$ cat config.mk
export PLATFORM = sky130hd
export DESIGN_NAME = blk_encrypt
export DESIGN_NICKNAME = d
export VERILOG_FILES = /design/src/blk_enc_pkg.sv /design/src/blk_encrypt.sv
export SDC_FILE = /design/constraint.sdc
export NUM_CORES = 1
export LEC_CHECK = 0
export BUFFER_PORTS_ARGS = -buffer_cell sky130_fd_sc_hd__buf_4
export CAP_MARGIN = 20
export CORE_AREA = 3 3 207 209
export DETAILED_ROUTE_END_ITERATION = 16
export DIE_AREA = 0 0 210 212
export PLACE_DENSITY = 0.8
export SLEW_MARGIN = 40
export SYNTH_ARGS = -nofsm -noshare
export SYNTH_HDL_FRONTEND = slang
export SYNTH_SLANG_ARGS = --single-unit
$ cat constraint.sdc
create_clock -name ref_clk -period 4.1 [get_ports ref_clk]
set_input_delay 0 -clock ref_clk [delete_from_list [all_inputs] [get_ports ref_clk]]
set_output_delay 0 -clock ref_clk [all_outputs]
set_load 0.03 [all_outputs]
$ cat src/blk_enc_pkg.sv
// constants and carriers for the single-block encryptor with memory fetch
// assumes a word-wide memory port with a one-word request/acknowledge
package blk_enc_pkg;
    // byte offsets inside the in-place data structure
    localparam logic [5:0] OFS_KEY    = 6'h00;
    localparam logic [5:0] OFS_CLEAR  = 6'h10;
    localparam logic [5:0] OFS_CIPHER = 6'h20;
    localparam logic [5:0] STRUCT_BYTES = 6'h30;
    // word indices derived from the byte offsets
    localparam logic [3:0] KEY_WORD0    = 4'(OFS_KEY >> 2);
    localparam logic [3:0] CLEAR_LAST   = 4'((OFS_CLEAR >> 2) + 3);
    localparam logic [3:0] CIPHER_WORD0 = 4'(OFS_CIPHER >> 2);
    localparam logic [3:0] CIPHER_LAST  = 4'((OFS_CIPHER >> 2) + 3);
    localparam logic [31:0] PTR_RESET   = 32'h0000_0000;

    typedef enum {ST_IDLE, ST_FETCH, ST_ARB, ST_RUN, ST_STORE} state_t;

    typedef struct packed {
        logic        we;
        logic [31:0] addr;
        logic [31:0] wdata;
    } dma_cmd_t;
endpackage

$ cat src/blk_encrypt.sv
// single-block forward cipher engine: fetch, encrypt on shared core, store
// assumes an external shared cipher core with a grant from its arbiter
// and a memory port that holds each request until it is acknowledged
`timescale 1ns/1ps
module blk_encrypt #(
    parameter logic [31:0] RAM_BASE  = 32'h0000_0000,
    parameter logic [31:0] RAM_BYTES = 32'h0000_8000
) (
    // clock and reset
    input  wire logic                ref_clk,
    input  wire logic                rstn,
    // tasks, pointer and event control
    input  wire logic                start_block_encrypt_task,
    input  wire logic                abort_encrypt_task,
    input  wire logic [31:0]         block_data_pointer,
    input  wire logic                done_int_enable,
    input  wire logic                error_int_enable,
    input  wire logic                clear_done,
    input  wire logic                clear_error,
    output logic                     encrypt_done_event,
    output logic                     encrypt_error_event,
    output logic                     irq,
    // memory master
    output logic                     dma_valid,
    output blk_enc_pkg::dma_cmd_t    dma_cmd,
    input  wire logic                dma_ack,
    input  wire logic [31:0]         dma_rdata,
    // shared cipher core
    output logic                     core_request,
    input  wire logic                core_grant,
    input  wire logic                core_other_busy,
    output logic                     core_start,
    output logic [127:0]             core_key,
    output logic [127:0]             core_text,
    input  wire logic                core_done,
    input  wire logic [127:0]        core_result
);
    // elaboration check: the window must hold one aligned structure
    if (RAM_BYTES < 32'(blk_enc_pkg::STRUCT_BYTES)
            || RAM_BASE[1:0] != 2'b00) begin : g_bad_window
        $error("ram window cannot hold an aligned data structure");
    end

    blk_enc_pkg::state_t state;
    logic [31:0]  ptr;
    logic [3:0]   word_idx;
    logic [255:0] inbuf;
    logic [127:0] outbuf;
    logic         abort_pend;

    ////////////////////////////////////////////////////////////////////////
    // decode; pointer range is checked before any access is made
    wire logic [32:0] ptr_end  = {1'b0, block_data_pointer}
                               + 33'(blk_enc_pkg::STRUCT_BYTES);
    wire logic [32:0] ram_end  = {1'b0, RAM_BASE} + {1'b0, RAM_BYTES};
    wire logic in_ram   = block_data_pointer >= RAM_BASE
                        && ptr_end <= ram_end;
    wire logic idle     = state == blk_enc_pkg::ST_IDLE;
    wire logic go       = idle && start_block_encrypt_task
                        && !core_other_busy && in_ram;
    wire logic busy_hit = start_block_encrypt_task
                        && (!idle || core_other_busy);
    wire logic bad_ptr  = idle && start_block_encrypt_task
                        && !core_other_busy && !in_ram;
    wire logic stop_now = abort_pend || abort_encrypt_task;
    wire logic xfer     = dma_valid && dma_ack;
    // a pending abort waits for the beat in flight, so memory is quiet
    wire logic mem_stop = xfer && stop_now;
    wire logic lost     = state == blk_enc_pkg::ST_RUN && !core_grant;
    wire logic run_stop = (state == blk_enc_pkg::ST_ARB
                        || state == blk_enc_pkg::ST_RUN)
                        && abort_encrypt_task;
    wire logic done_set = state == blk_enc_pkg::ST_STORE && xfer
                        && !stop_now
                        && word_idx == blk_enc_pkg::CIPHER_LAST;
    wire logic err_set  = busy_hit || bad_ptr || mem_stop || lost
                        || run_stop;

    // handshakes are combinational from state
    assign dma_valid    = state == blk_enc_pkg::ST_FETCH
                       || state == blk_enc_pkg::ST_STORE;
    // one driver for the whole command word
    assign dma_cmd = '{we:    state == blk_enc_pkg::ST_STORE,
                       addr:  ptr + {26'h0, word_idx, 2'b00},
                       wdata: outbuf[32*word_idx[1:0] +: 32]};
    // request drops the same cycle the grant is withdrawn
    assign core_request = state == blk_enc_pkg::ST_ARB
                       || (state == blk_enc_pkg::ST_RUN && core_grant);
    assign core_start   = state == blk_enc_pkg::ST_ARB && core_grant
                       && !abort_encrypt_task;
    // forward direction only, no inverse path exists
    assign core_key     = inbuf[127:0];
    assign core_text    = inbuf[255:128];
    assign irq = (encrypt_done_event && done_int_enable)
              || (encrypt_error_event && error_int_enable);

    ////////////////////////////////////////////////////////////////////////
    // operation sequencer
    always_ff @(posedge ref_clk or negedge rstn) begin
        if (!rstn) begin
            state      <= blk_enc_pkg::ST_IDLE;
            ptr        <= blk_enc_pkg::PTR_RESET;
            word_idx   <= 4'h0;
            abort_pend <= 1'b0;
        end else begin
            abort_pend <= dma_valid && !dma_ack && stop_now;
            unique case (state)
                blk_enc_pkg::ST_IDLE: begin
                    if (go) begin
                        ptr      <= block_data_pointer;
                        word_idx <= blk_enc_pkg::KEY_WORD0;
                        state    <= blk_enc_pkg::ST_FETCH;
                    end
                end
                blk_enc_pkg::ST_FETCH: begin
                    if (mem_stop)
                        state <= blk_enc_pkg::ST_IDLE;
                    else if (xfer && word_idx == blk_enc_pkg::CLEAR_LAST)
                        state <= blk_enc_pkg::ST_ARB;
                    else if (xfer)
                        word_idx <= word_idx + 4'h1;
                end
                // waits for the core as long as higher users hold it
                blk_enc_pkg::ST_ARB: begin
                    if (abort_encrypt_task)
                        state <= blk_enc_pkg::ST_IDLE;
                    else if (core_grant)
                        state <= blk_enc_pkg::ST_RUN;
                end
                blk_enc_pkg::ST_RUN: begin
                    if (lost || abort_encrypt_task)
                        state <= blk_enc_pkg::ST_IDLE;
                    else if (core_done) begin
                        word_idx <= blk_enc_pkg::CIPHER_WORD0;
                        state    <= blk_enc_pkg::ST_STORE;
                    end
                end
                blk_enc_pkg::ST_STORE: begin
                    if (mem_stop || done_set)
                        state <= blk_enc_pkg::ST_IDLE;
                    else if (xfer)
                        word_idx <= word_idx + 4'h1;
                end
            endcase
        end
    end

    // data capture; words land little-endian, key in the low half
    always_ff @(posedge ref_clk or negedge rstn) begin
        if (!rstn) begin
            inbuf  <= '0;
            outbuf <= '0;
        end else begin
            if (state == blk_enc_pkg::ST_FETCH && xfer)
                inbuf[32*word_idx[2:0] +: 32] <= dma_rdata;
            if (state == blk_enc_pkg::ST_RUN && core_grant && core_done)
                outbuf <= core_result;
        end
    end

    // sticky events; a set in the clearing cycle wins
    always_ff @(posedge ref_clk or negedge rstn) begin
        if (!rstn) begin
            encrypt_done_event  <= 1'b0;
            encrypt_error_event <= 1'b0;
        end else begin
            encrypt_done_event  <= done_set
                || (encrypt_done_event && !clear_done);
            encrypt_error_event <= err_set
                || (encrypt_error_event && !clear_error);
        end
    end

    ////////////////////////////////////////////////////////////////////////
    // checks
    property p_start_fetch;
        @(posedge ref_clk) disable iff (!rstn)
        go |=> dma_valid && !dma_cmd.we && word_idx == 4'h0
               && dma_cmd.addr == $past(block_data_pointer);
    endproperty
    a_start_fetch: assert property (p_start_fetch)
        else $error("start did not begin with key fetch");

    property p_done_after_store;
        @(posedge ref_clk) disable iff (!rstn)
        $rose(encrypt_done_event) |-> $past(xfer) && $past(dma_cmd.we)
            && $past(word_idx) == 4'hB && !dma_valid;
    endproperty
    a_done_after_store: assert property (p_done_after_store)
        else $error("done raised before last ciphertext word");

    property p_run_abort;
        @(posedge ref_clk) disable iff (!rstn)
        run_stop |=> idle && encrypt_error_event && !core_request;
    endproperty
    a_run_abort: assert property (p_run_abort)
        else $error("abort did not halt with error");

    property p_grant_lost;
        @(posedge ref_clk) disable iff (!rstn)
        state == blk_enc_pkg::ST_RUN && !core_grant
            |-> !core_request ##1 (idle && encrypt_error_event);
    endproperty
    a_grant_lost: assert property (p_grant_lost)
        else $error("lost core without release and error");

    property p_ram_only;
        @(posedge ref_clk) disable iff (!rstn)
        dma_valid |-> dma_cmd.addr >= RAM_BASE
            && {1'b0, dma_cmd.addr} + 33'h4 <= ram_end;
    endproperty
    a_ram_only: assert property (p_ram_only)
        else $error("memory access outside data ram");

    property p_quiet_on_error;
        @(posedge ref_clk) disable iff (!rstn)
        $rose(encrypt_error_event) && !$past(busy_hit)
            |-> !dma_valid ##1 !dma_valid;
    endproperty
    a_quiet_on_error: assert property (p_quiet_on_error)
        else $error("memory still busy after error event");

    property p_store_place;
        @(posedge ref_clk) disable iff (!rstn)
        dma_valid && dma_cmd.we |-> dma_cmd.addr - ptr >= 32'h20
            && dma_cmd.addr - ptr <= 32'h2C;
    endproperty
    a_store_place: assert property (p_store_place)
        else $error("ciphertext written outside its slot");

    property p_busy_start;
        @(posedge ref_clk) disable iff (!rstn)
        idle && start_block_encrypt_task && core_other_busy
            |=> idle && encrypt_error_event && !dma_valid;
    endproperty
    a_busy_start: assert property (p_busy_start)
        else $error("start on busy core not refused");

    property p_sticky_irq;
        @(posedge ref_clk) disable iff (!rstn)
        encrypt_done_event && !clear_done && done_int_enable
            |=> encrypt_done_event && (irq || !done_int_enable);
    endproperty
    a_sticky_irq: assert property (p_sticky_irq)
        else $error("done event or interrupt dropped");

    c_full_op: cover property (@(posedge ref_clk) disable iff (!rstn)
        done_set);
    c_lost_core: cover property (@(posedge ref_clk) disable iff (!rstn)
        lost);
    c_abort_mem: cover property (@(posedge ref_clk) disable iff (!rstn)
        mem_stop);
    c_busy_start: cover property (@(posedge ref_clk) disable iff (!rstn)
        busy_hit);
endmodule // blk_encrypt

# After elaboration in Yosys (flattened, before gate mapping)

Cells that the tools add are included.

Bits in registers: 455
Input port bits: 204
Output and inout bits: 327
Logic and storage cells: 109

$add $sub $neg: 4
Magnitude comparators: 2
Eq/ne operators: 20
Shifts and indexed selects: 3
Multiplexer cells: 18
Reductions and logical operators: 54

Operator list:

| operator                                                                           | count |
|---|---|
| 256-bit bitwise mux                                                                | 1 |
| 32-bit two-way mux                                                                 | 8 |
| 32-bit by 34-bit variable shift with 256-bit output, first input constant          | 1 |
| 32-bit by 34-bit indexed part select with 256-bit output                           | 1 |
| 32-bit case mux with 5 select lines                                                | 1 |
| 128-bit by 8-bit indexed part select with 32-bit output                            | 1 |
| 32-bit by 2-bit == test with 1-bit output, second input constant                   | 3 |
| 32-bit by 3-bit == test with 1-bit output, second input constant                   | 3 |
| 32-bit logical NOT                                                                 | 2 |
| 8-bit negation with 34-bit output                                                  | 1 |
| 32-bit by 6-bit adder with 33-bit output, second input constant                    | 1 |
| 33-bit by 16-bit less-or-equal comparator with 1-bit output, second input constant | 1 |
| 32-bit by 6-bit adder with 32-bit output                                           | 1 |
| 32-bit by 1-bit == test with 1-bit output, second input constant                   | 1 |
| 32-bit by 4-bit == test with 1-bit output, second input constant                   | 1 |
| 32-bit by 1-bit >= comparator with 1-bit output, second input constant             | 1 |
| 4-bit two-way mux                                                                  | 7 |
| 1-bit logical AND                                                                  | 25 |
| 4-bit case mux with 4 select lines                                                 | 1 |
| 1-bit logical OR                                                                   | 14 |
| 2-bit inequality test, second input constant                                       | 7 |
| 1-bit logical NOT                                                                  | 9 |
| 3-bit inequality test, second input constant                                       | 3 |
| 7-bit AND reduction                                                                | 1 |
| 6 further kinds                                                                    | 6 |

# Logic depth before layout (Yosys ltp)

Gate-level depths: netlist (run 1).

Word-level depth: 10
Depth in mapped cells: 12
Gate-level depth less buffers: 11

# Least setup slack after synthesis (run 1)

No wires, ideal clock.

Kind: register to output
Start point: reg word_idx[1]
End point: out dma_cmd[60] in the netlist's numbering
Data arrival time: 3,175 ps
Path slack: 925 ps
Cell stages (with the launch flop): 13
Buffers on the path: 2
Cells stage by stage: dfrtp_1 > clkbuf_1 > buf_1 > inv_1 > fa_1 > inv_1 > a21oi_1 > o21bai_1 > and3_1 > nand2_1 > nor2_1 > nand3_1 > xnor2_1

RTL lines:

| element                  | RTL line           | source |
|---|---|---|
| start: declaration       | blk_encrypt.sv:46  | `logic [3:0] word_idx;` |
| start signal: assignment | blk_encrypt.sv:111 | `word_idx <= blk_enc_pkg::KEY_WORD0;` |
| start signal: assignment | blk_encrypt.sv:121 | `word_idx <= word_idx + 4'h1;` |
| start signal: assignment | blk_encrypt.sv:134 | `word_idx <= blk_enc_pkg::CIPHER_WORD0;` |
| end: declaration         | blk_encrypt.sv:25  | `output blk_enc_pkg::dma_cmd_t dma_cmd,` |

# Worst setup path in the final report (run 1)

Start point: in block_data_pointer[13]
End point: reg encrypt_error_event

Word-level cells in the longest chain between the ends: 10

RTL lines:

| element                                                     | RTL line           | source |
|---|---|---|
| start: declaration                                          | blk_encrypt.sv:15  | `input wire logic [31:0] block_data_pointer,` |
| 32-bit by 6-bit adder with 33-bit output                    | blk_encrypt.sv:54  | `+ 33'(blk_enc_pkg::STRUCT_BYTES);` |
| 33-bit by 16-bit less-or-equal comparator with 1-bit output | blk_encrypt.sv:57  | `&& ptr_end <= ram_end;` |
| 1-bit logical AND (*)                                       | blk_encrypt.sv:57  |  |
| 1-bit logical NOT (*)                                       | blk_encrypt.sv:64  | `&& !core_other_busy && !in_ram;` |
| 1-bit logical AND (*)                                       | blk_encrypt.sv:64  |  |
| 1-bit logical OR (*) (3 in a row)                           | blk_encrypt.sv:76  | `wire logic err_set = busy_hit \|\| bad_ptr \|\| mem_stop \|\| lost` |
| 1-bit logical OR (*)                                        | blk_encrypt.sv:77  | `\|\| run_stop;` |
| 1-bit logical OR (*)                                        | blk_encrypt.sv:170 | `\|\| (encrypt_error_event && !clear_error);` |
| end signal: assignment                                      | blk_encrypt.sv:169 | `encrypt_error_event <= err_set` |
| end: declaration                                            | blk_encrypt.sv:21  | `output logic encrypt_error_event,` |

Every way passes the cells marked *; elsewhere a longest branch is shown, timed or not.
A chain may end at the register's enable or synchronous reset.

==> results of run 1 <==
-- metal layers --
| layer | wire [µm] | vias up | global-route usage | part of all wire |
|---|---|---|---|---|
| li1 | - | 6771 | - | - |
| met1 | 23700 | 7611 | 0.336 | 0.38 |
| met2 | 30900 | 881 | 0.470 | 0.49 |
| met3 | 5510 | 183 | 0.0733 | 0.088 |
| met4 | 2710 | 0 | 0.116 | 0.043 |
| met5 | 0 | - | 0 | 0 |
-- per-stage QoR --
step	cells	util	area (µm²)	setup slack [ns]	hold slack [ns]
after global placement	2556	0.546	22400	1.05	0.148
final	2832	0.630	25900	0.578	0.105
after global routing	2831	0.630	25900	0.441	0.0945
after detailed placement	2559	0.547	22500	0.928	-0.0282
after CTS	2828	0.630	25800	0.650	0.0671
after floorplan	1565	-	17800	0.925	-0.296
-- layout make-up --
| type | instances | area [µm²] | area share |
|---|---|---|---|
| clock inverter | 23 | 268 | 0.0104 |
| inverter | 11 | 41.3 | 0.00160 |
| timing repair buffer | 748 | 6210 | 0.240 |
| clock buffer | 57 | 1220 | 0.0472 |
| tap | 532 | 666 | 0.0257 |
| multi-input combinational | 1031 | 6780 | 0.262 |
| antenna | 4 | 10.0 | 0.000387 |
| sequential | 426 | 10700 | 0.412 |
-- cell usage after synthesis (3+ instances only) --
master / count / share of area
and3_1: 17 / 0.0060
xnor2_1: 22 / 0.011
mux2_2: 161 / 0.10
clkbuf_1: 82 / 0.017
a22o_1: 3 / 0.0015
inv_1: 11 / 0.0023
mux4_2: 32 / 0.040
and4_1: 6 / 0.0029
nor4_1: 3 / 0.0011
nor2b_1: 20 / 0.0070
nand3_1: 35 / 0.0098
xor2_1: 9 / 0.0044
nor3b_1: 3 / 0.0013
o21bai_1: 3 / 0.0013
ha_1: 10 / 0.0070
mux2_1: 14 / 0.0088
a21oi_1: 6 / 0.0017
nor3_1: 3 / 0.00084
nand2_1: 399 / 0.084
o21ai_0: 202 / 0.057
buf_1: 9 / 0.0019
dfrtp_1: 426 / 0.60
nor2_1: 30 / 0.0063
o2111ai_1: 3 / 0.0015
nand4_1: 11 / 0.0039
buf_4: 4 / 0.0017
a211oi_1: 3 / 0.0013
-- kinds of logic (layout without fill, tap and decap cells) --
kind of cell	count (synthesis)	after routing	share of synthesized area
buffers and inverters	108	839	0.0241
XOR/XNOR	31	31	0.0152
flip-flops	426	426	0.598
adder cells (fa/ha/maj)	11	11	0.00815
AO/OA/AOI/OAI	241	241	0.0735
other	0	4	0
multiplexers	208	208	0.152
AND/OR/NAND/NOR	540	540	0.129
-- worst min-delay path by stage --
| stage | from | to | slack [ns] | depth (start not counted) |
|---|---|---|---|---|
| CTS | rstn | outbuf[96] | 0.07 | 3 |
| global route | rstn | outbuf[121] | 0.09 | 3 |
| global placement | rstn | outbuf[96] | 0.15 | 1 |
| detailed placement | rstn | outbuf[96] | -0.03 | 1 |
| floorplan | rstn | abort_pend | -0.30 | 0 |
| finish | rstn | outbuf[98] | 0.11 | 3 |
-- state kept, by name (all words and copies together) (netlist names) --
| register | count |
|---|---|
| abort_pend | 1 |
| encrypt_done_event | 1 |
| encrypt_error_event | 1 |
| inbuf | 256 |
| outbuf | 128 |
| ptr | 32 |
| state | 3 |
| word_idx | 4 |
-- critical path, stage by stage --
cell and delay, ns:
dlygate4sd3_1 0.54, buf_4 0.11, nand4_1 0.14, or4_4 0.60
o31a_1 0.31, a211o_1 0.27, nor4_1 0.36, or2b_1 0.25
o21ai_0 0.14, dlygate4sd3_1 0.57, o2111ai_1 0.09, dlygate4sd3_1 0.58
-- where the power goes --
part	internal, W	switching [W]	total, W	leakage (nW)
clock network	0.00243	0.00173	0.00416	0.723
logic	0.00301	0.00443	0.00745	6.08
registers	0.00554	0.000990	0.00653	5.67
total	0.0110	0.00715	0.0181	12.5
==> results.py, run 1 <==
metrics = {
    "cells_and_area": {
        "nNetsFinal": 2477,
        "fill_cells": 2902,
        "drive_above_1_share": 0.366,
        "final_cell_mix": "551 x buf_4, 424 x dfrtp_1, 399 x nand2_1",
        "synthToLayoutAreaGrowth_pct": 45.2,
        "final_common_cell": "buf_4",
    },
    "sta": {
        "relSlewSlack": 0.493,
        "clock.fmax_ghz": 0.284,
        "tns_ns": 0,
        "tightest_slew_ns": 0.761,
        "slew_violations": 0,
        "period_minus_slack_ns": 3.52,
        "setup_viol": 0,
        "period_share": 0.859,
        "skew_ns": 0.0202,
        "timing.final.hold_violations": 0,
        "rsz0062_at_grt": "false",
    },
    "clocking": {
        "cts_tree": "done",
        "cts_sinks": 426,
        "cts_resized": 0,
        "cts.path.max_buffers": 3,
        "htreeDepth": 2,
        "clkSlewWorstSetupHoldPaths_ns": 0.06,
        "cts_hold_buf": 189,
        "insertion_delay_ns": 0.57,
        "ctsRootBufferMaster": "clkbuf_16",
        "cts_buffers": 44,
        "postCtsSetupBuffers": 0,
    },
    "setup_path": {
        "worstPathMaxFanout": 4,
        "crit_path_start": "block_data_pointer[13]",
        "critPathRequiredTime_ns": 4.53,
        "crit_type": "in -> reg",
        "reg2reg_slack_ns": 0.77,
        "crit_path_end_kind": "flop",
        "worstPathArrival_ns": 3.95,
        "start_kind": "input port",
        "rr_startpoint": "state[1]",
        "r2r-end": "encrypt_error_event",
        "worstRegToRegCells": 9,
        "endpoint": "encrypt_error_event",
    },
    "floorplan": {
        "dieArea_um2": 44500,
        "die_h_um": 212,
        "num_io_pins": 531,
        "row_count": 74,
        "fp.dieW_um": 210,
        "start_util": 0.434,
        "core_area_um2": 41000,
    },
    "power_and_ir_drop": {
        "power_leakage_nw": 12.5,
        "p_total_w": 0.0181,
        "powerDensity_nw_per_um2": 701,
        "peakVddDrop_uv": 493,
    },
    "global_routing": {
        "grtUsageTotal": 0.276,
        "overflow": 0,
        "grt_max_degree": 108,
        "grt_pass1_vias": 16200,
        "grt_pass1_wl_mm": 95.2,
        "antenna_found_initial": 4,
    },
    "placed_design": {
        "hpwl_mm": 40.4,
        "portBuffers": 530,
        "place.gp.congestion": 0.890,
    },
    "routing": {
        "drc_errors": 0,
        "routedWlPerCell_um": 22.2,
        "viasPerCell": 5.45,
        "vias": 15400,
        "ant_nets": 0,
        "finalWirelength_mm": 62.8,
        "drt_first_pass_iters": 7,
        "dr.first_iter.drc_count": 1341,
    },
    "synth": {
        "synthesis.nets": 1780,
        "ys_seq_area_frac": 0.598,
        "synth_cells": 1565,
        "synth-seq-cells": 426,
        "synth_warnings": 0,
        "syn_area_um2": 17800,
        "yosysUniqueCellTypes": 59,
        "post_synth.cell_area_avg_um2": 11.4,
        "synth_ff_type": "dfrtp_1",
        "synth_edf_count": 0,
        "async_reset_ff_frac": 1.00,
    },
    "flow_run": {
        "drv_cap": 0,
    },
    "run_status": {
        "status": "complete, no violations",
    },
    "min_path": {
        "hp-class": "in -> async",
    },
}
Power figures use the tool's default switching activity.
==> run 2, diff against run 1 <==
--- a/config.mk
+++ b/config.mk
@@ -5,12 +5,13 @@
 export SDC_FILE = /design/constraint.sdc
 export NUM_CORES = 1
 export LEC_CHECK = 0
+export ABC_AREA = 1
 export BUFFER_PORTS_ARGS = -buffer_cell sky130_fd_sc_hd__buf_4
 export CAP_MARGIN = 20
-export CORE_AREA = 3 3 207 209
+export CORE_AREA = 3 3 205 207
 export DETAILED_ROUTE_END_ITERATION = 16
-export DIE_AREA = 0 0 210 212
-export PLACE_DENSITY = 0.8
+export DIE_AREA = 0 0 208 210
+export PLACE_DENSITY = 0.84
 export SLEW_MARGIN = 40
 export SYNTH_ARGS = -nofsm -noshare
 export SYNTH_HDL_FRONTEND = slang
==> results.py, run 2 <==
metrics = {
    "clocking": {
        "clkSlewWorstSetupHoldPaths_ns": 0.06,
        "htreeDepth": 2,
        "cts_sinks": 426,
        "insertion_delay_ns": 0.58,
        "ctsRootBufferMaster": "clkbuf_16",
        "cts_tree": "done",
        "cts_buffers": 45,
        "cts.path.max_buffers": 3,
        "cts_resized": 0,
        "postCtsSetupBuffers": 0,
    },
    "sta": {
        "fin_hold_ws_ns": 0.204,
        "tightest_slew_ns": 0.830,
        "relSlewSlack": 0.446,
        "timing.final.hold_violations": 0,
        "skew_ns": 0.0225,
        "period_share": 0.851,
        "tns_ns": 0,
        "slew_violations": 0,
        "period_minus_slack_ns": 3.49,
        "clock.fmax_ghz": 0.287,
        "setup_viol": 0,
        "rsz0062_at_grt": "false",
    },
    "power_and_ir_drop": {
        "power_leakage_nw": 13.6,
        "peakVddDrop_uv": 557,
        "powerDensity_nw_per_um2": 632,
    },
    "placed_design": {
        "portBuffers": 530,
        "dp_cells": 3044,
        "hpwl_mm": 47.8,
        "place.gp.congestion": 0.919,
    },
    "synth": {
        "syn_area_um2": 19000,
        "post_synth.cell_area_avg_um2": 9.16,
        "async_reset_ff_frac": 1.00,
        "synthesis.nets": 2286,
        "synth_edf_count": 0,
        "synthTopCellsByArea": "dfrtp_1 56%, nand2_1 8.8%, mux2_2 7.6%",
        "synth-seq-cells": 426,
        "synth_ff_type": "dfrtp_1",
        "synth_warnings": 0,
        "yosysUniqueCellTypes": 45,
        "ys_seq_area_frac": 0.562,
        "synth_area_leader_cell": "dfrtp_1",
        "ys_top_cells_by_count": "447 x nand2_1, 426 x dfrtp_1, 271 x o21ai_0",
        "synth_cells": 2071,
        "synth_most_common_cell": "nand2_1",
        "synth_top_area_share": 0.562,
    },
    "setup_path": {
        "slowest_delay_ns": 0.47,
        "critPathBufInv": 3,
        "worstPathMaxFanout": 34,
        "crit_family": "simple AND/OR/NAND/NOR gates",
        "crit_type": "reg -> out",
        "worstPathArrival_ns": 3.49,
        "crit_chain": "inv_1 > buf_4 > fa_1 > nand3b_1 > nand2_1 > nand3_1 > nor2_1 > nand2_1 > nor3_4 > nand4_2 > nor3_1 > xor2_1 > buf_4",
        "start_kind": "flop",
        "critPathSlowestCell": "fa_1",
        "crit_path_end_kind": "output port",
        "critPathRequiredTime_ns": 4.10,
    },
    "routing": {
        "ant_nets": 0,
        "routedWlPerCell_um": 22.4,
        "topRoutingLayerUsed": "met4",
        "dr_wl_met3_mm": 6.75,
        "viasPerCell": 5.68,
        "drt_first_pass_iters": 8,
        "vias": 18900,
        "finalWirelength_mm": 74.7,
        "dr_wl_met2_mm": 36.1,
        "dr.first_iter.drc_count": 2133,
        "routedLengthMet1_mm": 26.0,
        "drc_errors": 0,
    },
    "global_routing": {
        "antenna_found_initial": 3,
        "overflow": 0,
        "grt_pass1_wl_mm": 113,
        "grt_max_degree": 120,
        "grt_pass1_vias": 19500,
        "grtUsageTotal": 0.333,
    },
    "floorplan": {
        "dieArea_um2": 43700,
        "num_io_pins": 531,
        "row_count": 74,
        "die_h_um": 210,
        "start_util": 0.468,
        "fp.dieW_um": 208,
        "core_area_um2": 40600,
    },
    "cells_and_area": {
        "reg_top3": "inbuf (256), outbuf (128), ptr (32)",
        "fill_cells": 2896,
        "seqCellArea_um2": 10700,
        "final_cell_mix": "547 x buf_4, 447 x nand2_1, 425 x dfrtp_1",
        "largest_register_ff_count": 256,
        "instances_no_fill": 3332,
        "nNetsFinal": 2974,
        "multi_input_area_um2": 7190,
        "drive_above_1_share": 0.287,
        "synthToLayoutAreaGrowth_pct": 42.7,
        "final_common_cell": "buf_4",
        "largest-register": "inbuf",
    },
    "run_status": {
        "status": "complete, no violations",
    },
    "min_path": {
        "hp-class": "in -> reg",
    },
    "flow_run": {
        "drv_cap": 0,
    },
}
## run 2: logic make-up (layout without fill, tap and decap cells)
logic type | Yosys count | count (layout) | synth area share
AND/OR/NAND/NOR | 843 | 843 | 0.184
buffers and inverters | 290 | 1015 | 0.0603
XOR/XNOR | 25 | 25 | 0.0115
AO/OA/AOI/OAI | 348 | 348 | 0.0981
adder cells (fa/ha/maj) | 11 | 11 | 0.00765
flip-flops | 426 | 426 | 0.562
other | 0 | 4 | 0
multiplexers | 128 | 128 | 0.0760
## run 2: area by class of cell
type / count / share of cell area
Clock inverter: 19 / 0.00948
Sequential cell: 426 / 0.394
Antenna cell: 4 / 0.000370
Multi-Input combinational cell: 1355 / 0.266
Timing Repair Buffer: 754 / 0.232
Tap cell: 532 / 0.0246
Clock buffer: 65 / 0.0496
Inverter: 177 / 0.0246
## run 2: metrics by stage
step / instance area (µm²) / utilization / total power (W) / worst slack (ns)
2_1_floorplan: 19000 / - / 0.00951 / 1.06
3_3_place_gp: 23400 / 0.576 / 0.0119 / 1.10
3_5_place_dp: 23400 / 0.578 / 0.0121 / 1.10
4_1_cts: 27000 / 0.667 / 0.0167 / 0.588
5_1_grt: 27100 / 0.667 / 0.0177 / 0.322
6_report: 27100 / 0.667 / 0.0171 / 0.611
## run 2: timing repair
item,4_1_cts,5_1_grt
hold buffers,200,0
endpoints found under the setup margin,0,0
endpoints found under the hold margin,418,0
## run 2: final timing paths
path | slack [ns] | from | cells after the start | endpoint
max in group asynchronous | 2.53 | rstn | 5 | outbuf[121]
max | 0.61 | word_idx[1] | 13 | dma_cmd[62]
min | 0.20 | core_result[116] | 3 | outbuf[116]
min reg2reg | 0.47 | ptr[22] | 2 | ptr[22]
max reg2reg | 0.82 | word_idx[0] | 11 | state[2]
min in group asynchronous | 0.56 | rstn | 4 | outbuf[71]
## run 2: routing by layer
metal,GRT usage,vias to the layer above
li1,-,8135
met1,0.379,9095
met2,0.569,1317
met3,0.0756,367
met4,0.213,0
met5,0,-
## run 2: report_power, final
part           total, W  switching [W]  internal (W)
combinational   0.00676        0.00441       0.00235
sequential      0.00596       0.000760       0.00520
clock           0.00440        0.00179       0.00261
## run 2: tightest hold or removal path, stage by stage
cell and delay (ns):
dlygate4sd3_1 0.52, buf_4 0.10, mux2_2 0.12
==> run 3, diff against run 2 <==
--- a/config.mk
+++ b/config.mk
@@ -8,10 +8,10 @@
 export ABC_AREA = 1
 export BUFFER_PORTS_ARGS = -buffer_cell sky130_fd_sc_hd__buf_4
 export CAP_MARGIN = 20
-export CORE_AREA = 3 3 205 207
+export CORE_MARGIN = 3
+export CORE_UTILIZATION = 48
 export DETAILED_ROUTE_END_ITERATION = 16
-export DIE_AREA = 0 0 208 210
-export PLACE_DENSITY = 0.84
+export PLACE_DENSITY = 0.77
 export SLEW_MARGIN = 40
 export SYNTH_ARGS = -nofsm -noshare
 export SYNTH_HDL_FRONTEND = slang
==> constraint.sdc (replaced) <==
create_clock -name ref_clk -period 2.93 [get_ports ref_clk]
set_input_delay 0 -clock ref_clk [delete_from_list [all_inputs] [get_ports ref_clk]]
set_output_delay 0 -clock ref_clk [all_outputs]
set_load 0.03 [all_outputs]
==> results.py, run 3 (same netlist as run 2, synthesis figures left out) <==
metrics = {
    "floorplan": {
        "start_util": 0.488,
        "num_io_pins": 531,
        "die_h_um": 205,
        "fp.dieW_um": 205,
        "core_area_um2": 38800,
        "row_count": 72,
        "dieArea_um2": 41900,
    },
    "sta": {
        "period_share": 1.01,
        "relSlewSlack": 0.432,
        "setup_slack_ns": -0.0299,
        "period_minus_slack_ns": 2.96,
        "setup_viol": 2,
        "tightest_slew_ns": 0.852,
        "skew_ns": 0.0262,
        "rsz0062_at_grt": "true",
        "timing.final.hold_violations": 0,
        "slew_violations": 0,
        "clock.fmax_ghz": 0.338,
    },
    "placed_design": {
        "portBuffers": 530,
        "place.gp.congestion": 0.903,
        "dp_slack_ns": 0.167,
        "hpwl_mm": 47.5,
    },
    "setup_path": {
        "worstPathMaxFanout": 4,
        "crit_type": "reg -> out",
        "worstPathArrival_ns": 2.96,
        "critPathRequiredTime_ns": 2.93,
        "crit_path_end_kind": "output port",
        "start_kind": "flop",
    },
    "cells_and_area": {
        "final_cell_mix": "569 x buf_4, 442 x nand2_1, 423 x dfrtp_1",
        "seqCellArea_um2": 10700,
        "fill_cells": 2698,
        "largest_register_ff_count": 256,
        "post-route-util": 0.701,
        "reg_top3": "inbuf (256), outbuf (128), ptr (32)",
        "multi_input_area_um2": 7400,
        "largest-register": "inbuf",
        "final_common_cell": "buf_4",
        "synthToLayoutAreaGrowth_pct": 43.4,
        "nNetsFinal": 2990,
        "drive_above_1_share": 0.301,
    },
    "global_routing": {
        "grtUsageTotal": 0.337,
        "grt_pass1_vias": 18800,
        "grt_pass1_wl_mm": 109,
        "overflow": 0,
        "grt_max_degree": 96,
        "antenna_found_initial": 2,
    },
    "clocking": {
        "cts_tree": "done",
        "htreeDepth": 2,
        "cts_sinks": 426,
        "insertion_delay_ns": 0.58,
        "ctsRootBufferMaster": "clkbuf_16",
        "cts.path.max_buffers": 3,
        "clkSlewWorstSetupHoldPaths_ns": 0.06,
        "cts_buffers": 44,
    },
    "power_and_ir_drop": {
        "power_leakage_nw": 13.7,
        "powerDensity_nw_per_um2": 859,
        "peakVddDrop_uv": 796,
        "p_total_w": 0.0234,
    },
    "routing": {
        "vias": 18300,
        "drc_errors": 0,
        "finalWirelength_mm": 72.5,
        "ant_nets": 0,
        "viasPerCell": 5.49,
        "routedWlPerCell_um": 21.8,
        "dr.first_iter.drc_count": 1531,
        "drt_first_pass_iters": 5,
    },
    "run_status": {
        "status": "finished, violations left",
        "violations": "negative setup slack",
    },
    "min_path": {
        "hp-class": "in -> reg",
    },
    "flow_run": {
        "drv_cap": 0,
    },
}
-- run 3: worst max-delay path: stages (launching register included) --
cell,delay [ns]
dfrtp_2,0.39
ha_4,0.14
inv_2,0.03
fa_2,0.33
nand3b_1,0.19
nand2_2,0.12
nand3_4,0.08
nor2_4,0.12
nand2_4,0.07
nor3_4,0.19
nand4_4,0.19
nor3_4,0.21
xor2_2,0.18
buf_6,0.15
-- run 3: path summary, 6_finish.rpt --
check                                 start                 end  slack [ns]  depth (start not counted)
max                             word_idx[0]         dma_cmd[62]       -0.03                         13
min                        core_result[123]         outbuf[123]        0.19                          3
max reg2reg                     word_idx[0]  encrypt_done_event        0.28                          8
min reg2reg                         ptr[22]             ptr[22]        0.47                          2
max in group asynchronous              rstn         word_idx[2]        1.41                          5
min in group asynchronous              rstn         outbuf[102]        0.49                          3
-- run 3: stage by stage --
| step | cell area, µm² | TNS, ns | hold slack (ns) | cells |
|---|---|---|---|---|
| after floorplan | 19000 | -0.0613 | -0.296 | 2071 |
| after global placement | 23500 | 0 | 0.121 | 3042 |
| after detailed placement | 23500 | 0 | 0.122 | 3042 |
| after CTS | 27000 | -0.429 | 0.109 | 3316 |
| after global routing | 27200 | -0.948 | 0.196 | 3325 |
| final | 27200 | -0.0553 | 0.193 | 3325 |
-- run 3: repair_timing --
| action | in CTS | in global routing |
|---|---|---|
| hold buffers | 188 | 1 |
| pin swaps | 7 | 11 |
| setup endpoints to repair | 12 | 47 |
| gates resized for setup | 22 | 25 |
| hold endpoints to repair | 411 | 45 |
| buffers inserted | 9 | 6 |
-- run 3: power breakdown --
group / switching, W / internal [W]
Clock: 0.00243 / 0.00328
Sequential: 0.000959 / 0.00727
Combinational: 0.00614 / 0.00329
Total: 0.00953 / 0.0138
-- run 3: per-layer routing --
layer | wire (µm) | up-vias | GRT usage | share of wire
met4 | 4200 | 2 | 0.177 | 0.058
met5 | 9 | - | 0 | 0.00012
met1 | 25700 | 8857 | 0.389 | 0.35
met3 | 6440 | 249 | 0.0796 | 0.089
li1 | - | 8147 | - | -
met2 | 36200 | 1012 | 0.584 | 0.50
-- run 3: layout make-up --
type	instances	area share
clock inverters	10	0.00432
flip-flops and latches	426	0.392
well taps	518	0.0238
multi-input cells	1355	0.272
clock buffers	67	0.0485
diodes	1	0.0000920
repair buffers	771	0.235
inverters	177	0.0245
